`config.mk`:
```
export PLATFORM = sky130hd
export DESIGN_NAME = sar_adc_reset_readout
export DESIGN_NICKNAME = d
export VERILOG_FILES = /design/src/verilog/sar_ctrl_pkg.sv /design/src/verilog/sar_adc_reset_readout.sv
export VERILOG_INCLUDE_DIRS = /design/src /design/src/verilog
export SDC_FILE = /design/constraint.sdc
export NUM_CORES = 1
export LEC_CHECK = 0
export BUFFER_PORTS_ARGS = -buffer_cell sky130_fd_sc_hd__buf_4
export CAP_MARGIN = 40
export CORE_MARGIN = 3
export CORE_UTILIZATION = 59
export DETAILED_ROUTE_END_ITERATION = 12
export PLACE_DENSITY = 0.81
export SLEW_MARGIN = 10
export SYNTH_ARGS = -nofsm -noshare
export SYNTH_HDL_FRONTEND = slang
export SYNTH_SLANG_ARGS = --single-unit
export TNS_END_PERCENT = 5
```
`constraint.sdc`:
```
create_clock -name mclk -period 3.3 [get_ports mclk]
set_clock_uncertainty 0.2 [all_clocks]
set_input_delay 0 -clock mclk [delete_from_list [all_inputs] [get_ports mclk]]
set_output_delay 0 -clock mclk [all_outputs]
set_load 0.03 [all_outputs]
```
`src/verilog/sar_ctrl_defines.svh`:
```
// Purpose: constants for the converter control block
// Assumes: mclk at 200 MHz
// Notes: times in ns, counts derived from them
`ifndef SAR_CTRL_DEFINES_SVH
`define SAR_CTRL_DEFINES_SVH
`define CLK_PERIOD_NS 5
`define RESET_LOW_MIN_NS 25
`define ABORT_MAX_NS 50
`define RESUME_MAX_NS 20
`define FIRST_SAMPLE_NS 20
`define FIRST_SAMPLE_CYC ((`FIRST_SAMPLE_NS + `CLK_PERIOD_NS - 1) / `CLK_PERIOD_NS)
`define RST_SYNC_CYC 2
`define SELF_RESET_NS 25
`define SELF_RESET_CYC ((`SELF_RESET_NS + `CLK_PERIOD_NS - 1) / `CLK_PERIOD_NS)
`define CONV_TIME_NS 610
`define CONV_CYC (`CONV_TIME_NS / `CLK_PERIOD_NS)
`define BIT_CYC 7
`define RESULT_W 16
`define RESULT_RST 16'h0000
`define LOW_BYTE_FILL 8'hFF
`endif

```
`src/verilog/sar_ctrl_pkg.sv`:
```
// Purpose: types for the converter control block
// Assumes: nothing
// Notes: state codes written out
package sar_ctrl_pkg;
  typedef enum logic [1:0] {
    ST_WAKE = 2'b00,
    ST_SAMPLE = 2'b01,
    ST_CONVERT = 2'b10,
    ST_SELF_RST = 2'b11
  } conv_state_t;
endpackage
```
`src/verilog/sar_adc_reset_readout.sv`:
```
// Purpose: control of a 16-bit SAR converter: conversion, abort, reset, byte readout
// Assumes: host pins are asynchronous to mclk and pass two flops
// Notes: analog core is outside; comparator decision arrives on comp_in each bit
// Functional notes
// - byte select swaps bytes, low byte ones
// - reset pin asynchronous active low, ignores select
// - abort conversion within 50 ns of reset
// - reset clears output latches to zero
// - normal operation within 20 ns after release
// - first sampling 20 ns after release
// - later sampling at later busy/select fall
// - convert start during conversion resets device
// - select fall during conversion resets device
// - internal reset clears itself
// - power-on reset initialises device
// - busy high throughout conversion
// - bus driven only when select and read low
// - result in two's complement
// - convert start fall begins conversion
`include "sar_ctrl_defines.svh"
module sar_adc_reset_readout (
  input wire logic mclk,
  input wire logic rst,
  input wire logic reset_n,
  input wire logic chip_sel_n,
  input wire logic read_n,
  input wire logic byte_sel,
  input wire logic convert_start_n,
  input wire logic comp_in,
  output logic busy,
  output logic sampling,
  output logic [15:0] output_bus,
  output logic output_bus_oe_n
);
  import sar_ctrl_pkg::*;

  // release passes the reset synchroniser first, so the wake count is shortened by its depth
  localparam logic [7:0] FIRST_CYC = 8'(`FIRST_SAMPLE_CYC - `RST_SYNC_CYC);
  // the self reset pays the same release delay, so both paths reach sampling alike
  localparam logic [7:0] SELF_CYC = 8'(`SELF_RESET_CYC + `RST_SYNC_CYC);
  localparam logic [7:0] BIT_CYC = 8'(`BIT_CYC);

  // terminal count of the shared timer; wake, bit and self reset all use it
  function automatic logic count_done(input logic [7:0] count, input logic [7:0] limit);
    count_done = (count == limit - 8'h01);
  endfunction

  // raw reset request: power-on stand-in or the reset pin, no select gating
  logic reset_raw;
  assign reset_raw = rst | ~reset_n;

  // reset asserts at once but releases through two flops, so the pin's
  // rising edge never races the clock edge of the logic it frees
  logic [1:0] rst_sync;
  logic reset_pin_act;
  always_ff @(posedge mclk or posedge reset_raw) begin
    if (reset_raw) begin
      rst_sync <= 2'b11;
    end else begin
      rst_sync <= {rst_sync[0], 1'b0};
    end
  end
  assign reset_pin_act = rst_sync[1];

  // two-flop synchronisers for host pins
  logic [1:0] cs_sync, cv_sync, rd_sync, bs_sync;
  logic cs_prev, cv_prev;
  always_ff @(posedge mclk or posedge reset_pin_act) begin
    if (reset_pin_act) begin
      cs_sync <= 2'b11;
      cv_sync <= 2'b11;
      rd_sync <= 2'b11;
      bs_sync <= 2'b00;
      cs_prev <= 1'b1;
      cv_prev <= 1'b1;
    end else begin
      cs_sync <= {cs_sync[0], chip_sel_n};
      cv_sync <= {cv_sync[0], convert_start_n};
      rd_sync <= {rd_sync[0], read_n};
      bs_sync <= {bs_sync[0], byte_sel};
      cs_prev <= cs_sync[1];
      cv_prev <= cv_sync[1];
    end
  end

  // edge decode on synchronised levels
  wire cs_low = ~cs_sync[1];
  wire cs_fall = cs_prev & ~cs_sync[1];
  wire cv_fall = cv_prev & ~cv_sync[1];
  wire start_conv = cv_fall & cs_low;

  conv_state_t state;
  logic [7:0] timer;
  logic [3:0] bit_idx;
  logic [15:0] sar_reg;
  logic [15:0] result;
  logic busy_seen;

  // abort triggers while converting: busy drops two cycles after the pin edge is first sampled, well under 50 ns
  wire abort_req = (state == ST_CONVERT) & (cv_fall & cs_low | cs_fall);
  wire bit_done = (state == ST_CONVERT) & count_done(timer, BIT_CYC);
  wire last_bit = bit_done & (bit_idx == 4'h0);
  // sampling after a conversion waits for the later of busy fall and select fall
  wire resume_sample = busy_seen & cs_low;

  // conversion sequencer; state and timer kept in one process
  always_ff @(posedge mclk or posedge reset_pin_act) begin
    if (reset_pin_act) begin
      state <= ST_WAKE;
      timer <= 8'h00;
    end else begin
      case (state)
        ST_WAKE: begin
          // first sampling starts a fixed time after release
          timer <= timer + 8'h01;
          if (count_done(timer, FIRST_CYC)) begin
            state <= ST_SAMPLE;
            timer <= 8'h00;
          end
        end
        ST_SAMPLE: begin
          timer <= 8'h00;
          if (start_conv) begin
            state <= ST_CONVERT;
          end
        end
        ST_CONVERT: begin
          if (abort_req) begin
            state <= ST_SELF_RST;
            timer <= 8'h00;
          end else if (last_bit) begin
            state <= ST_SAMPLE;
            timer <= 8'h00;
          end else if (bit_done) begin
            timer <= 8'h00;
          end else begin
            timer <= timer + 8'h01;
          end
        end
        ST_SELF_RST: begin
          // self-clearing: hold a pin-width reset then behave as a release
          timer <= timer + 8'h01;
          if (count_done(timer, SELF_CYC)) begin
            state <= ST_WAKE;
            timer <= 8'h00;
          end
        end
        default: begin
          state <= ST_WAKE;
          timer <= 8'h00;
        end
      endcase
    end
  end

  // successive approximation; msb first, sign bit kept in two's complement
  always_ff @(posedge mclk or posedge reset_pin_act) begin
    if (reset_pin_act) begin
      bit_idx <= 4'hF;
      sar_reg <= `RESULT_RST;
    end else if (state != ST_CONVERT) begin
      bit_idx <= 4'hF;
      sar_reg <= `RESULT_RST;
    end else if (bit_done) begin
      sar_reg[bit_idx] <= comp_in;
      bit_idx <= bit_idx - 4'h1;
    end
  end

  // output latch; the self reset clears it like the pin does
  always_ff @(posedge mclk or posedge reset_pin_act) begin
    if (reset_pin_act) begin
      result <= `RESULT_RST;
    end else if (state == ST_SELF_RST) begin
      result <= `RESULT_RST;
    end else if (last_bit & ~abort_req) begin
      result <= {sar_reg[15:1], comp_in};
    end
  end

  // remembers that busy has fallen until select is also low
  // a new conversion end outranks a clear in the same cycle
  always_ff @(posedge mclk or posedge reset_pin_act) begin
    if (reset_pin_act) begin
      busy_seen <= 1'b0;
    end else if (last_bit & ~abort_req) begin
      busy_seen <= 1'b1;
    end else if (resume_sample | start_conv) begin
      busy_seen <= 1'b0;
    end
  end

  // status outputs
  // sampling is a level: high through the sampling period until convert start
  always_ff @(posedge mclk or posedge reset_pin_act) begin
    if (reset_pin_act) begin
      busy <= 1'b0;
      sampling <= 1'b0;
    end else begin
      busy <= (state == ST_CONVERT) & ~last_bit & ~abort_req | (state == ST_SAMPLE) & start_conv;
      sampling <= (state == ST_SAMPLE) & ~start_conv & (~busy_seen | resume_sample) |
                  (state == ST_WAKE) & count_done(timer, FIRST_CYC);
    end
  end

  // byte steering is combinational on the synchronised byte select
  wire [15:0] bus_word = bs_sync[1] ? {result[7:0], `LOW_BYTE_FILL} : result;
  wire bus_en = cs_low & ~rd_sync[1];

  // data registered; enable low while driving
  always_ff @(posedge mclk or posedge reset_pin_act) begin
    if (reset_pin_act) begin
      output_bus <= 16'h0000;
      output_bus_oe_n <= 1'b1;
    end else begin
      output_bus <= bus_word;
      output_bus_oe_n <= ~bus_en;
    end
  end
endmodule // sar_adc_reset_readout

```
==> results of run 1 <==
==> layout make-up <==
| class | count | area [sq um] | area share (%) |
|---|---|---|---|
| Sequential cell | 77 | 1950 | 51.5 |
| Multi-Input combinational cell | 172 | 1200 | 31.7 |
| Clock buffer | 9 | 124 | 3.28 |
| Tap cell | 70 | 87.6 | 2.32 |
| Inverter | 22 | 82.6 | 2.19 |
| Clock inverter | 7 | 55.1 | 1.46 |
| Timing Repair Buffer | 36 | 288 | 7.62 |
==> layer usage <==
metal | part of all wire (%) | vias to the layer above | track usage (%)
met5 | 0 | - | 0
met4 | 2.0 | 0 | 8.11
met3 | 3.8 | 10 | 6.87
met2 | 49 | 35 | 30.0
met1 | 45 | 1025 | 24.8
li1 | - | 1043 | -
==> final timing paths <==
path | startpoint | end | slack [ns] | cells past startpoint
min in group mclk | byte_sel | bs_sync[0]$_DFF_PP0_ | 0.10 | 2
worst max-delay path | timer[3]$_DFF_PP0_ | result[3]$_DFFE_PP0P_ | 0.91 | 5
max in group asynchronous | rst_sync[1]$_DFF_PP1_ | timer[2]$_DFF_PP0_ | 1.85 | 2
worst min register to register | rst_sync[1]$_DFF_PP1_ | output_bus[7]$_DFF_PP0_ | 0.05 | 1
worst min-delay path | rst_sync[1]$_DFF_PP1_ | output_bus[7]$_DFF_PP0_ | 0.05 | 1
worst max register to register | timer[3]$_DFF_PP0_ | result[3]$_DFFE_PP0P_ | 0.91 | 5
==> power groups by stage <==
stage	clock network (mW)	logic (mW)	registers (mW)
6_report	0.637	0.346	1.06
4_1_cts	0.658	0.350	1.06
3_3_place_gp	0	0.337	1.07
3_5_place_dp	0	0.339	1.08
5_1_grt	0.702	0.387	1.07
2_1_floorplan	0	0.264	1.07
==> cells by family after synthesis <==
kind of cell	share of synthesized area, %
and+or+nand+nor	16.4
muxes	7.54
adders and majority gates	3.02
xor gates and xnor gates	2.38
other	0.113
buffers and inverters	5.32
AOI/OAI and AO/OA	6.64
DFF	58.6
==> placed cells by master, fill, tap and decap left out, types with 6 or more instances in the layout <==
master and count:
mux2_2 8, nand3_1 19, dfstp_2 15, nand2_1 25, nor2_1 13, dlygate4sd3_1 7
o31ai_1 15, ha_1 8, clkbuf_8 9, nor2b_1 6, mux2i_1 16, dfrtp_1 62
nand4_1 16, inv_1 21, or2_2 9, buf_4 29
==> repair_timing <==
action / in CTS / in global routing
setup endpoints to repair: 0 / 0
hold endpoints to repair: 7 / 0
hold buffers: 7 / 0
==> stage by stage <==
step                area, sq um  utilization (%)  hold WS, ns  worst slack [ns]  power, mW
floorplan                  3320                -       -0.196             0.872       1.34
global placement           3530             67.0      -0.0922              1.05       1.41
detailed placement         3530             67.0      -0.0905             0.920       1.42
CTS                        3780             71.7       0.0522             0.893       2.07
global route               3780             71.7       0.0664             0.715       2.16
finish                     3780             71.7       0.0534             0.907       2.04
==> flow_summary.yaml, run 1 <==
status:
  status: "completed"
setup_path:
  worstPathArrival_ns: 2.46
  cp_top_family: "simple AND/OR/NAND/NOR gates"
  crit_chain: "nor3_4 > nand4_1 > nor3b_2 > buf_4 > mux2i_1"
  crit_required_ns: 3.37
  cpMaxStageDelayCell: "nor3_4"
  crit_type: "reg -> reg"
  cp-start-kind: "register"
  cp-end-kind: "register"
  worst-path-max-fanout: 23
  max_stage_delay_ns: 0.65
  critPathBufInv: 1
cts:
  root_buffer: "clkbuf_8"
  numCtsBuffers: 9
  tritoncts: "yes"
  clock_sinks: 77
  clkTransAtPathRegs_ns: 0.09
  ctsResizeCount: 0
  clock_path_buffers: 2
  cts_setup_buffers: 0
  worstSkewPairLatency_ns: 0.35
  h-tree-depth: 3
routing:
  viasPerCell: 5.38
  drt_iter0_drc: 162
  ant_nets: 0
  drc_errors: 0
  dr_total_vias: 2113
  wire_per_inst_um: 13.9
  routed_wl_um: 5470
  first_pass_iters: 4
floorplan:
  die_h_um: 81.0
  die_area_sq_um: 6560
  core_area_sq_um: 5270
  pin_count: 27
  initial_core_util_pct: 63.0
  die_w_um: 81.0
  rows: 26
layout:
  fin_cells: 393
  diodes: 0
  area_growth_pct: 13.9
  fin_nets: 334
  nFillCells: 353
  drive_above_1_share_pct: 25.7
synth:
  synth_top_area_share_pct: 46.8
  syn-num-nets: 303
  synth.largest_area_cell: "dfrtp_1"
  ys.flop_type: "dfrtp_1"
  synth_area_sq_um: 3320
  syn_avg_cell_area_sq_um: 11.6
  synth_warnings: 0
  yosysMostFrequentCell: "dfrtp_1"
  synthDistinctLibCells: 40
  ys_ff_latch: 77
  syn_inst: 287
  yosys-top-cells-area: "dfrtp_1 47%, dfstp_2 12%, mux2i_1 4.8%, o31ai_1 3.4%, ha_1 3.0%"
  seq_area_frac_synth_pct: 58.6
  netlist_top_cells_count: "62 x dfrtp_1, 25 x nand2_1, 22 x inv_1"
  async_reset_ff_share_pct: 100
  synth_edf_count: 0
global_routing:
  grt_pass1_wl_um: 9550
  grt_max_degree: 55
  grt_antenna_before_repair: 0
  grt_overflow: 0
  track_usage_pct: 19.4
  first_global_vias: 2013
power:
  power.leakage_nw: 1.66
  p_seq_share_pct: 52.0
  clkPwrFrac_pct: 31.1
  vdd_ir_drop_max_mv: 0.421
  switching_share_pct: 31.6
  p_comb_share_pct: 16.9
  p_switching_uw: 647
  powerDensity_nw_per_um2: 541
  intPower_mw: 1.40
timing:
  tns_ns: 0
  min_period_over_period_pct: 72.5
  finalSetupViolCount: 0
  relSlewSlack_pct: 51.1
  layout_min_cycle_time_ns: 2.39
  slew_viol_final: 0
  fmax_mhz: 418
  tightest_slew_ns: 0.731
  rsz0062_at_grt: "no"
  finalHoldViolCount: 0
placed_design:
  placedCellCount: 370
  port-buffer-count: 26
  dp_hpwl_um: 3590
  gp_congestion: 0.831
job:
  drv_cap: 0
min_path:
  hp-class: "reg -> async"
No activity file was read; power rests on OpenSTA's default activity.
==> run 2, diff against run 1 <==
--- a/config.mk
+++ b/config.mk
@@ -9,9 +9,9 @@
 export BUFFER_PORTS_ARGS = -buffer_cell sky130_fd_sc_hd__buf_4
 export CAP_MARGIN = 40
 export CORE_MARGIN = 3
-export CORE_UTILIZATION = 59
+export CORE_UTILIZATION = 53
 export DETAILED_ROUTE_END_ITERATION = 12
-export PLACE_DENSITY = 0.81
+export PLACE_DENSITY = 0.77
 export SLEW_MARGIN = 10
 export SYNTH_ARGS = -nofsm -noshare
 export SYNTH_HDL_FRONTEND = slang
==> constraint.sdc (replaced) <==
create_clock -name mclk -period 1.95 [get_ports mclk]
set_clock_uncertainty 0.2 [all_clocks]
set_input_delay 0 -clock mclk [delete_from_list [all_inputs] [get_ports mclk]]
set_output_delay 0 -clock mclk [all_outputs]
set_load 0.03 [all_outputs]
==> run 2 against run 1 <==
Effect of this change:
- final cell count increased by 4.3%
- hold slack improved by 0.024 ns
- total power increased by 77%
- critical path depth increased by 2
- global-route usage decreased by 2.0 points
- non-clock buffer count increased by 12
- via count increased by 2.9%
- critical endpoint is now result[13]$_DFFE_PP0P_
- largest cell class unchanged
==> flow_summary.yaml, run 2 (synthesis results as in run 1) <==
cts:
  numCtsBuffers: 9
  tritoncts: "yes"
  h-tree-depth: 3
  clock_sinks: 77
  clkTransAtPathRegs_ns: 0.07
  ctsResizeCount: 0
  clock_path_buffers: 2
  root_buffer: "clkbuf_8"
  worstSkewPairLatency_ns: 0.34
power:
  power.total_mw: 3.61
  vdd_ir_drop_max_mv: 0.584
  powerDensity_nw_per_um2: 920
  power.leakage_nw: 1.74
setup_path:
  cp-start-kind: "register"
  r2r_cells: 7
  crit_type: "reg -> reg"
  crit_required_ns: 2.01
  worstPathArrival_ns: 2.00
  cp-startpoint: "timer[0]$_DFF_PP0_"
  cp-end-kind: "register"
  timing.rr.start: "timer[0]$_DFF_PP0_"
  worst-path-max-fanout: 16
layout:
  stdcell_area_sq_um: 3930
  fin_nets: 346
  layout_commonest_cell: "dfrtp_1"
  fin_cells: 410
  diodes: 0
  drive_above_1_share_pct: 27.8
  area_growth_pct: 18.4
  final_cell_mix: "62 x dfrtp_1, 38 x buf_4, 25 x nand2_1"
timing:
  layout_min_cycle_time_ns: 1.93
  fmax_mhz: 517
  relSlewSlack_pct: 60.6
  rsz0062_at_grt: "yes"
  finalHoldViolCount: 0
  layout_setup_ws_ns: 0.0168
  finalSetupViolCount: 0
  tightest_slew_ns: 0.590
  min_period_over_period_pct: 99.1
  slew_viol_final: 0
floorplan:
  initial_core_util_pct: 55.4
  pin_count: 27
  rows: 28
  core_area_sq_um: 5990
  die_area_sq_um: 7250
  die_h_um: 85.1
  die_w_um: 85.1
placed_design:
  port-buffer-count: 26
  dp_worst_setup_slack_ns: 0.0323
  dp_hpwl_um: 3900
  placedCellCount: 387
  gp_congestion: 0.763
  dpl_cell_area_sq_um: 3670
routing:
  first_pass_iters: 5
  drc_errors: 0
  routed_wl_um: 5570
  dr_total_vias: 2175
  wire_per_inst_um: 13.6
  ant_nets: 0
  viasPerCell: 5.30
  drt_iter0_drc: 94
global_routing:
  met2_usage_pct: 29.4
  met3_usage_pct: 4.37
  grt_pass1_wl_um: 9900
  first_global_vias: 2187
  grt-busiest-layer: "met2"
  grt_overflow: 0
  grt_max_degree: 33
  track_usage_pct: 17.4
  grt_antenna_before_repair: 0
  met1_usage_pct: 21.3
job:
  drv_cap: 0
min_path:
  hp-class: "in -> async"
status:
  status: "completed"
run 2: changes by cell type in the layout (fill, tap and decap cells not counted):
cell       delta
clkbuf_1      +2
inv_2         -1
bufinv_16     +1
clkinv_4      -1
clkinv_2      +1
buf_12        +3
buf_4         +9
clkbuf_8      +1
inv_6         -3
run 2: final timing paths:
kind / endpoint / slack (ns)
min reg2reg: bs_sync[0]$_DFF_PP0_ / 0.08
max: result[13]$_DFFE_PP0P_ / 0.02
max in group asynchronous: bit_idx[3]$_DFFE_PP1P_ / 0.92
max reg2reg: result[13]$_DFFE_PP0P_ / 0.02
min: rst_sync[1]$_DFF_PP1_ / 0.08
min in group mclk: cs_sync[0]$_DFF_PP1_ / 0.10
run 2: where the power goes:
group | leakage [nW] | switching (mW) | internal (mW)
Combinational | 0.651 | 0.414 | 0.248
Sequential | 0.989 | 0.106 | 1.69
Clock | 0.0964 | 0.531 | 0.622
run 2: cell type report:
cell class                 instances  area [sq um]
fill                             446          2060
clock inverter                     4          47.5
tap                               75          93.8
inverter                          22          86.3
sequential                        77          1950
multi-input combinational        172          1200
timing repair buffer              48           415
clock buffer                      12           145
run 2: timing repair:
item	CTS	global route
endpoints found under the setup margin	0	26
hold buffers	7	0
buffers inserted	0	0
endpoints found under the hold margin	7	0
run 2: metal layers:
metal | up-vias | wire [um]
li1 | 1073 | -
met3 | 9 | 243
met1 | 1046 | 2430
met2 | 47 | 2790
met4 | 0 | 98
met5 | - | 0
run 2: critical path, cell delays in order (launching register included):
cell	delay (ns)
dfrtp_1	0.38
inv_1	0.06
ha_1	0.13
and4bb_2	0.25
nand4_1	0.13
nor3b_2	0.29
buf_12	0.21
mux2i_1	0.20
run 2: metrics by stage:
step	setup TNS [ns]	utilization (%)	hold WS (ns)
2_1_floorplan	0	-	-0.196
3_3_place_gp	0	61.2	-0.0913
3_5_place_dp	0	61.2	-0.0906
4_1_cts	0	65.6	0.0747
5_1_grt	-1.75	65.6	0.104
6_report	0	65.6	0.0770
==> run 3, diff against run 2 <==
==> constraint.sdc (replaced) <==
create_clock -name mclk -period 1.6 [get_ports mclk]
set_clock_uncertainty 0.2 [all_clocks]
set_input_delay 0 -clock mclk [delete_from_list [all_inputs] [get_ports mclk]]
set_output_delay 0 -clock mclk [all_outputs]
set_load 0.03 [all_outputs]
==> run 3 against run 2 <==
Effect of this change:
- the run now ends with negative setup slack left
- largest power group unchanged
- clock-buffer cell count fell by 1
- maximum frequency shrank 1.3%
- total power rose by 38%
- critical path type unchanged
- sequential power rose by 19%
- global-route usage up 0.76 points
- worst setup slack worse by 0.38 ns
==> flow_summary.yaml, run 3 (synthesis results as in run 1) <==
routing:
  drt_iter0_drc: 75
  ant_nets: 0
  viasPerCell: 5.20
  first_pass_iters: 4
  drc_errors: 0
  dr_total_vias: 2267
  wire_per_inst_um: 13.3
  routed_wl_um: 5800
placed_design:
  dpl_cell_area_sq_um: 3850
  port-buffer-count: 26
  dp_hpwl_um: 4130
  gp_congestion: 0.780
  placedCellCount: 412
layout:
  diodes: 0
  fin_cells: 436
  area_growth_pct: 26.3
  layout_commonest_cell: "buf_4"
  stdcell_area_sq_um: 4190
  final_util_pct: 69.9
  final_cell_mix: "64 x buf_4, 62 x dfrtp_1, 25 x nand2_1"
  fin_nets: 372
  drive_above_1_share_pct: 33.5
  seq_area_sq_um: 1950
  multi_input_area_sq_um: 1200
  nFillCells: 439
cts:
  root_buffer: "clkbuf_8"
  worstSkewPairLatency_ns: 0.35
  clkTransAtPathRegs_ns: 0.08
  h-tree-depth: 3
  ctsResizeCount: 0
  clock_sinks: 77
  clock_path_buffers: 2
  numCtsBuffers: 9
  tritoncts: "yes"
timing:
  finalHoldViolCount: 0
  finalSetupViolCount: 47
  layout_min_cycle_time_ns: 1.96
  min_period_over_period_pct: 122
  slew_viol_final: 0
  tightest_slew_ns: 0.500
  relSlewSlack_pct: 66.6
  layout_setup_ws_ns: -0.359
  fmax_mhz: 511
  holdWs_ns: 0.0240
  rsz0062_at_grt: "yes"
power:
  p_comb_share_pct: 20.8
  intPower_mw: 3.65
  switching_share_pct: 27.0
  powerDensity_nw_per_um2: 1190
  clkPwrFrac_pct: 36.5
  vdd_ir_drop_max_mv: 0.816
  p_switching_mw: 1.35
  power.leakage_nw: 1.89
  p_seq_share_pct: 42.7
setup_path:
  worst-path-max-fanout: 16
  worstPathArrival_ns: 2.02
  crit_chain: "inv_1 > ha_1 > and4bb_2 > nand4_1 > nor3b_2 > buf_12 > mux2i_1"
  cpMaxStageDelayCell: "dfrtp_1"
  max_stage_delay_ns: 0.38
  cp-end-kind: "register"
  r2r_cells: 7
  cp.depth: 7
  critPathBufInv: 2
  cp-start-kind: "register"
  cp_top_family: "simple AND/OR/NAND/NOR gates"
  crit_type: "reg -> reg"
  crit_required_ns: 1.67
floorplan:
  die_h_um: 85.1
  pin_count: 27
  die_area_sq_um: 7250
  die_w_um: 85.1
  initial_core_util_pct: 55.4
  core_area_sq_um: 5990
  rows: 28
global_routing:
  track_usage_pct: 18.2
  grt_overflow: 0
  grt_pass1_wl_um: 10300
  first_global_vias: 2285
  grt_antenna_before_repair: 0
  grt_max_degree: 24
job:
  drv_cap: 0
min_path:
  hp-class: "reg -> async"
status:
  violations: "negative setup slack"
  status: "finished with violations"
-- run 3: changes by cell type in the layout (fill, tap and decap cells not counted), sizes merged --
cell,change
bufinv,+2
buf,+26
clkinv,-1
clkbuf,-1
-- run 3: metal layers --
layer	track usage, %	part of all wire, %
met4	9.50	2.4
met5	0	0
met1	22.3	43
met2	30.0	50
met3	4.17	4.2
-- run 3: stage by stage --
step	power [mW]	setup WS, ns	TNS, ns
3_5_place_dp	3.20	-0.342	-9.92
6_report	5.00	-0.359	-10.05
3_3_place_gp	3.18	-0.260	-7.23
4_1_cts	5.06	-0.363	-10.42
5_1_grt	5.25	-0.458	-15.25
2_1_floorplan	2.76	-0.249	-5.81
-- run 3: area by class of cell --
type                            count  share of cell area (%)
Clock buffer                       11                    3.61
Clock inverter                      5                    2.54
Inverter                           22                    2.06
Multi-Input combinational cell    172                    28.5
Sequential cell                    77                    46.4
Tap cell                           75                    2.24
Timing Repair Buffer               74                    14.6
-- run 3: timing repair --
action,CTS,global route
endpoints found under the setup margin,47,47
endpoints found under the hold margin,7,0
cloned,0,0
hold buffers,7,0
setup buffers,1,0
pin swaps,1,0
-- run 3: worst paths after layout --
path	start	end	slack, ns
min in group mclk	convert_start_n	cv_sync[0]$_DFF_PP1_	0.10
worst max-delay path	timer[0]$_DFF_PP0_	result[13]$_DFFE_PP0P_	-0.36
worst min-delay path	rst_sync[1]$_DFF_PP1_	sar_reg[11]$_DFFE_PP0P_	0.02
max in group asynchronous	reset_n	rst_sync[1]$_DFF_PP1_	0.58
worst max register to register	timer[0]$_DFF_PP0_	result[13]$_DFFE_PP0P_	-0.36
worst min register to register	rst_sync[1]$_DFF_PP1_	sar_reg[11]$_DFFE_PP0P_	0.02
-- run 3: power by group through the flow --
stage	clock network (mW)	logic (mW)	registers [mW]
floorplan	0	0.545	2.21
global placement	0	1.01	2.17
CTS	1.87	1.05	2.13
detailed placement	0	1.03	2.17
finish	1.83	1.04	2.14
global route	1.96	1.14	2.15
-- run 3: worst register-to-register path: cells and delay by family, from the launching register on --
| kind | cells | cell delay [ns] |
|---|---|---|
| AND/OR/NAND/NOR | 3 | 0.65 |
| flip-flops | 1 | 0.38 |
| buffers and inverters | 2 | 0.27 |
| multiplexers | 1 | 0.23 |
| adder cells (fa/ha/maj) | 1 | 0.15 |
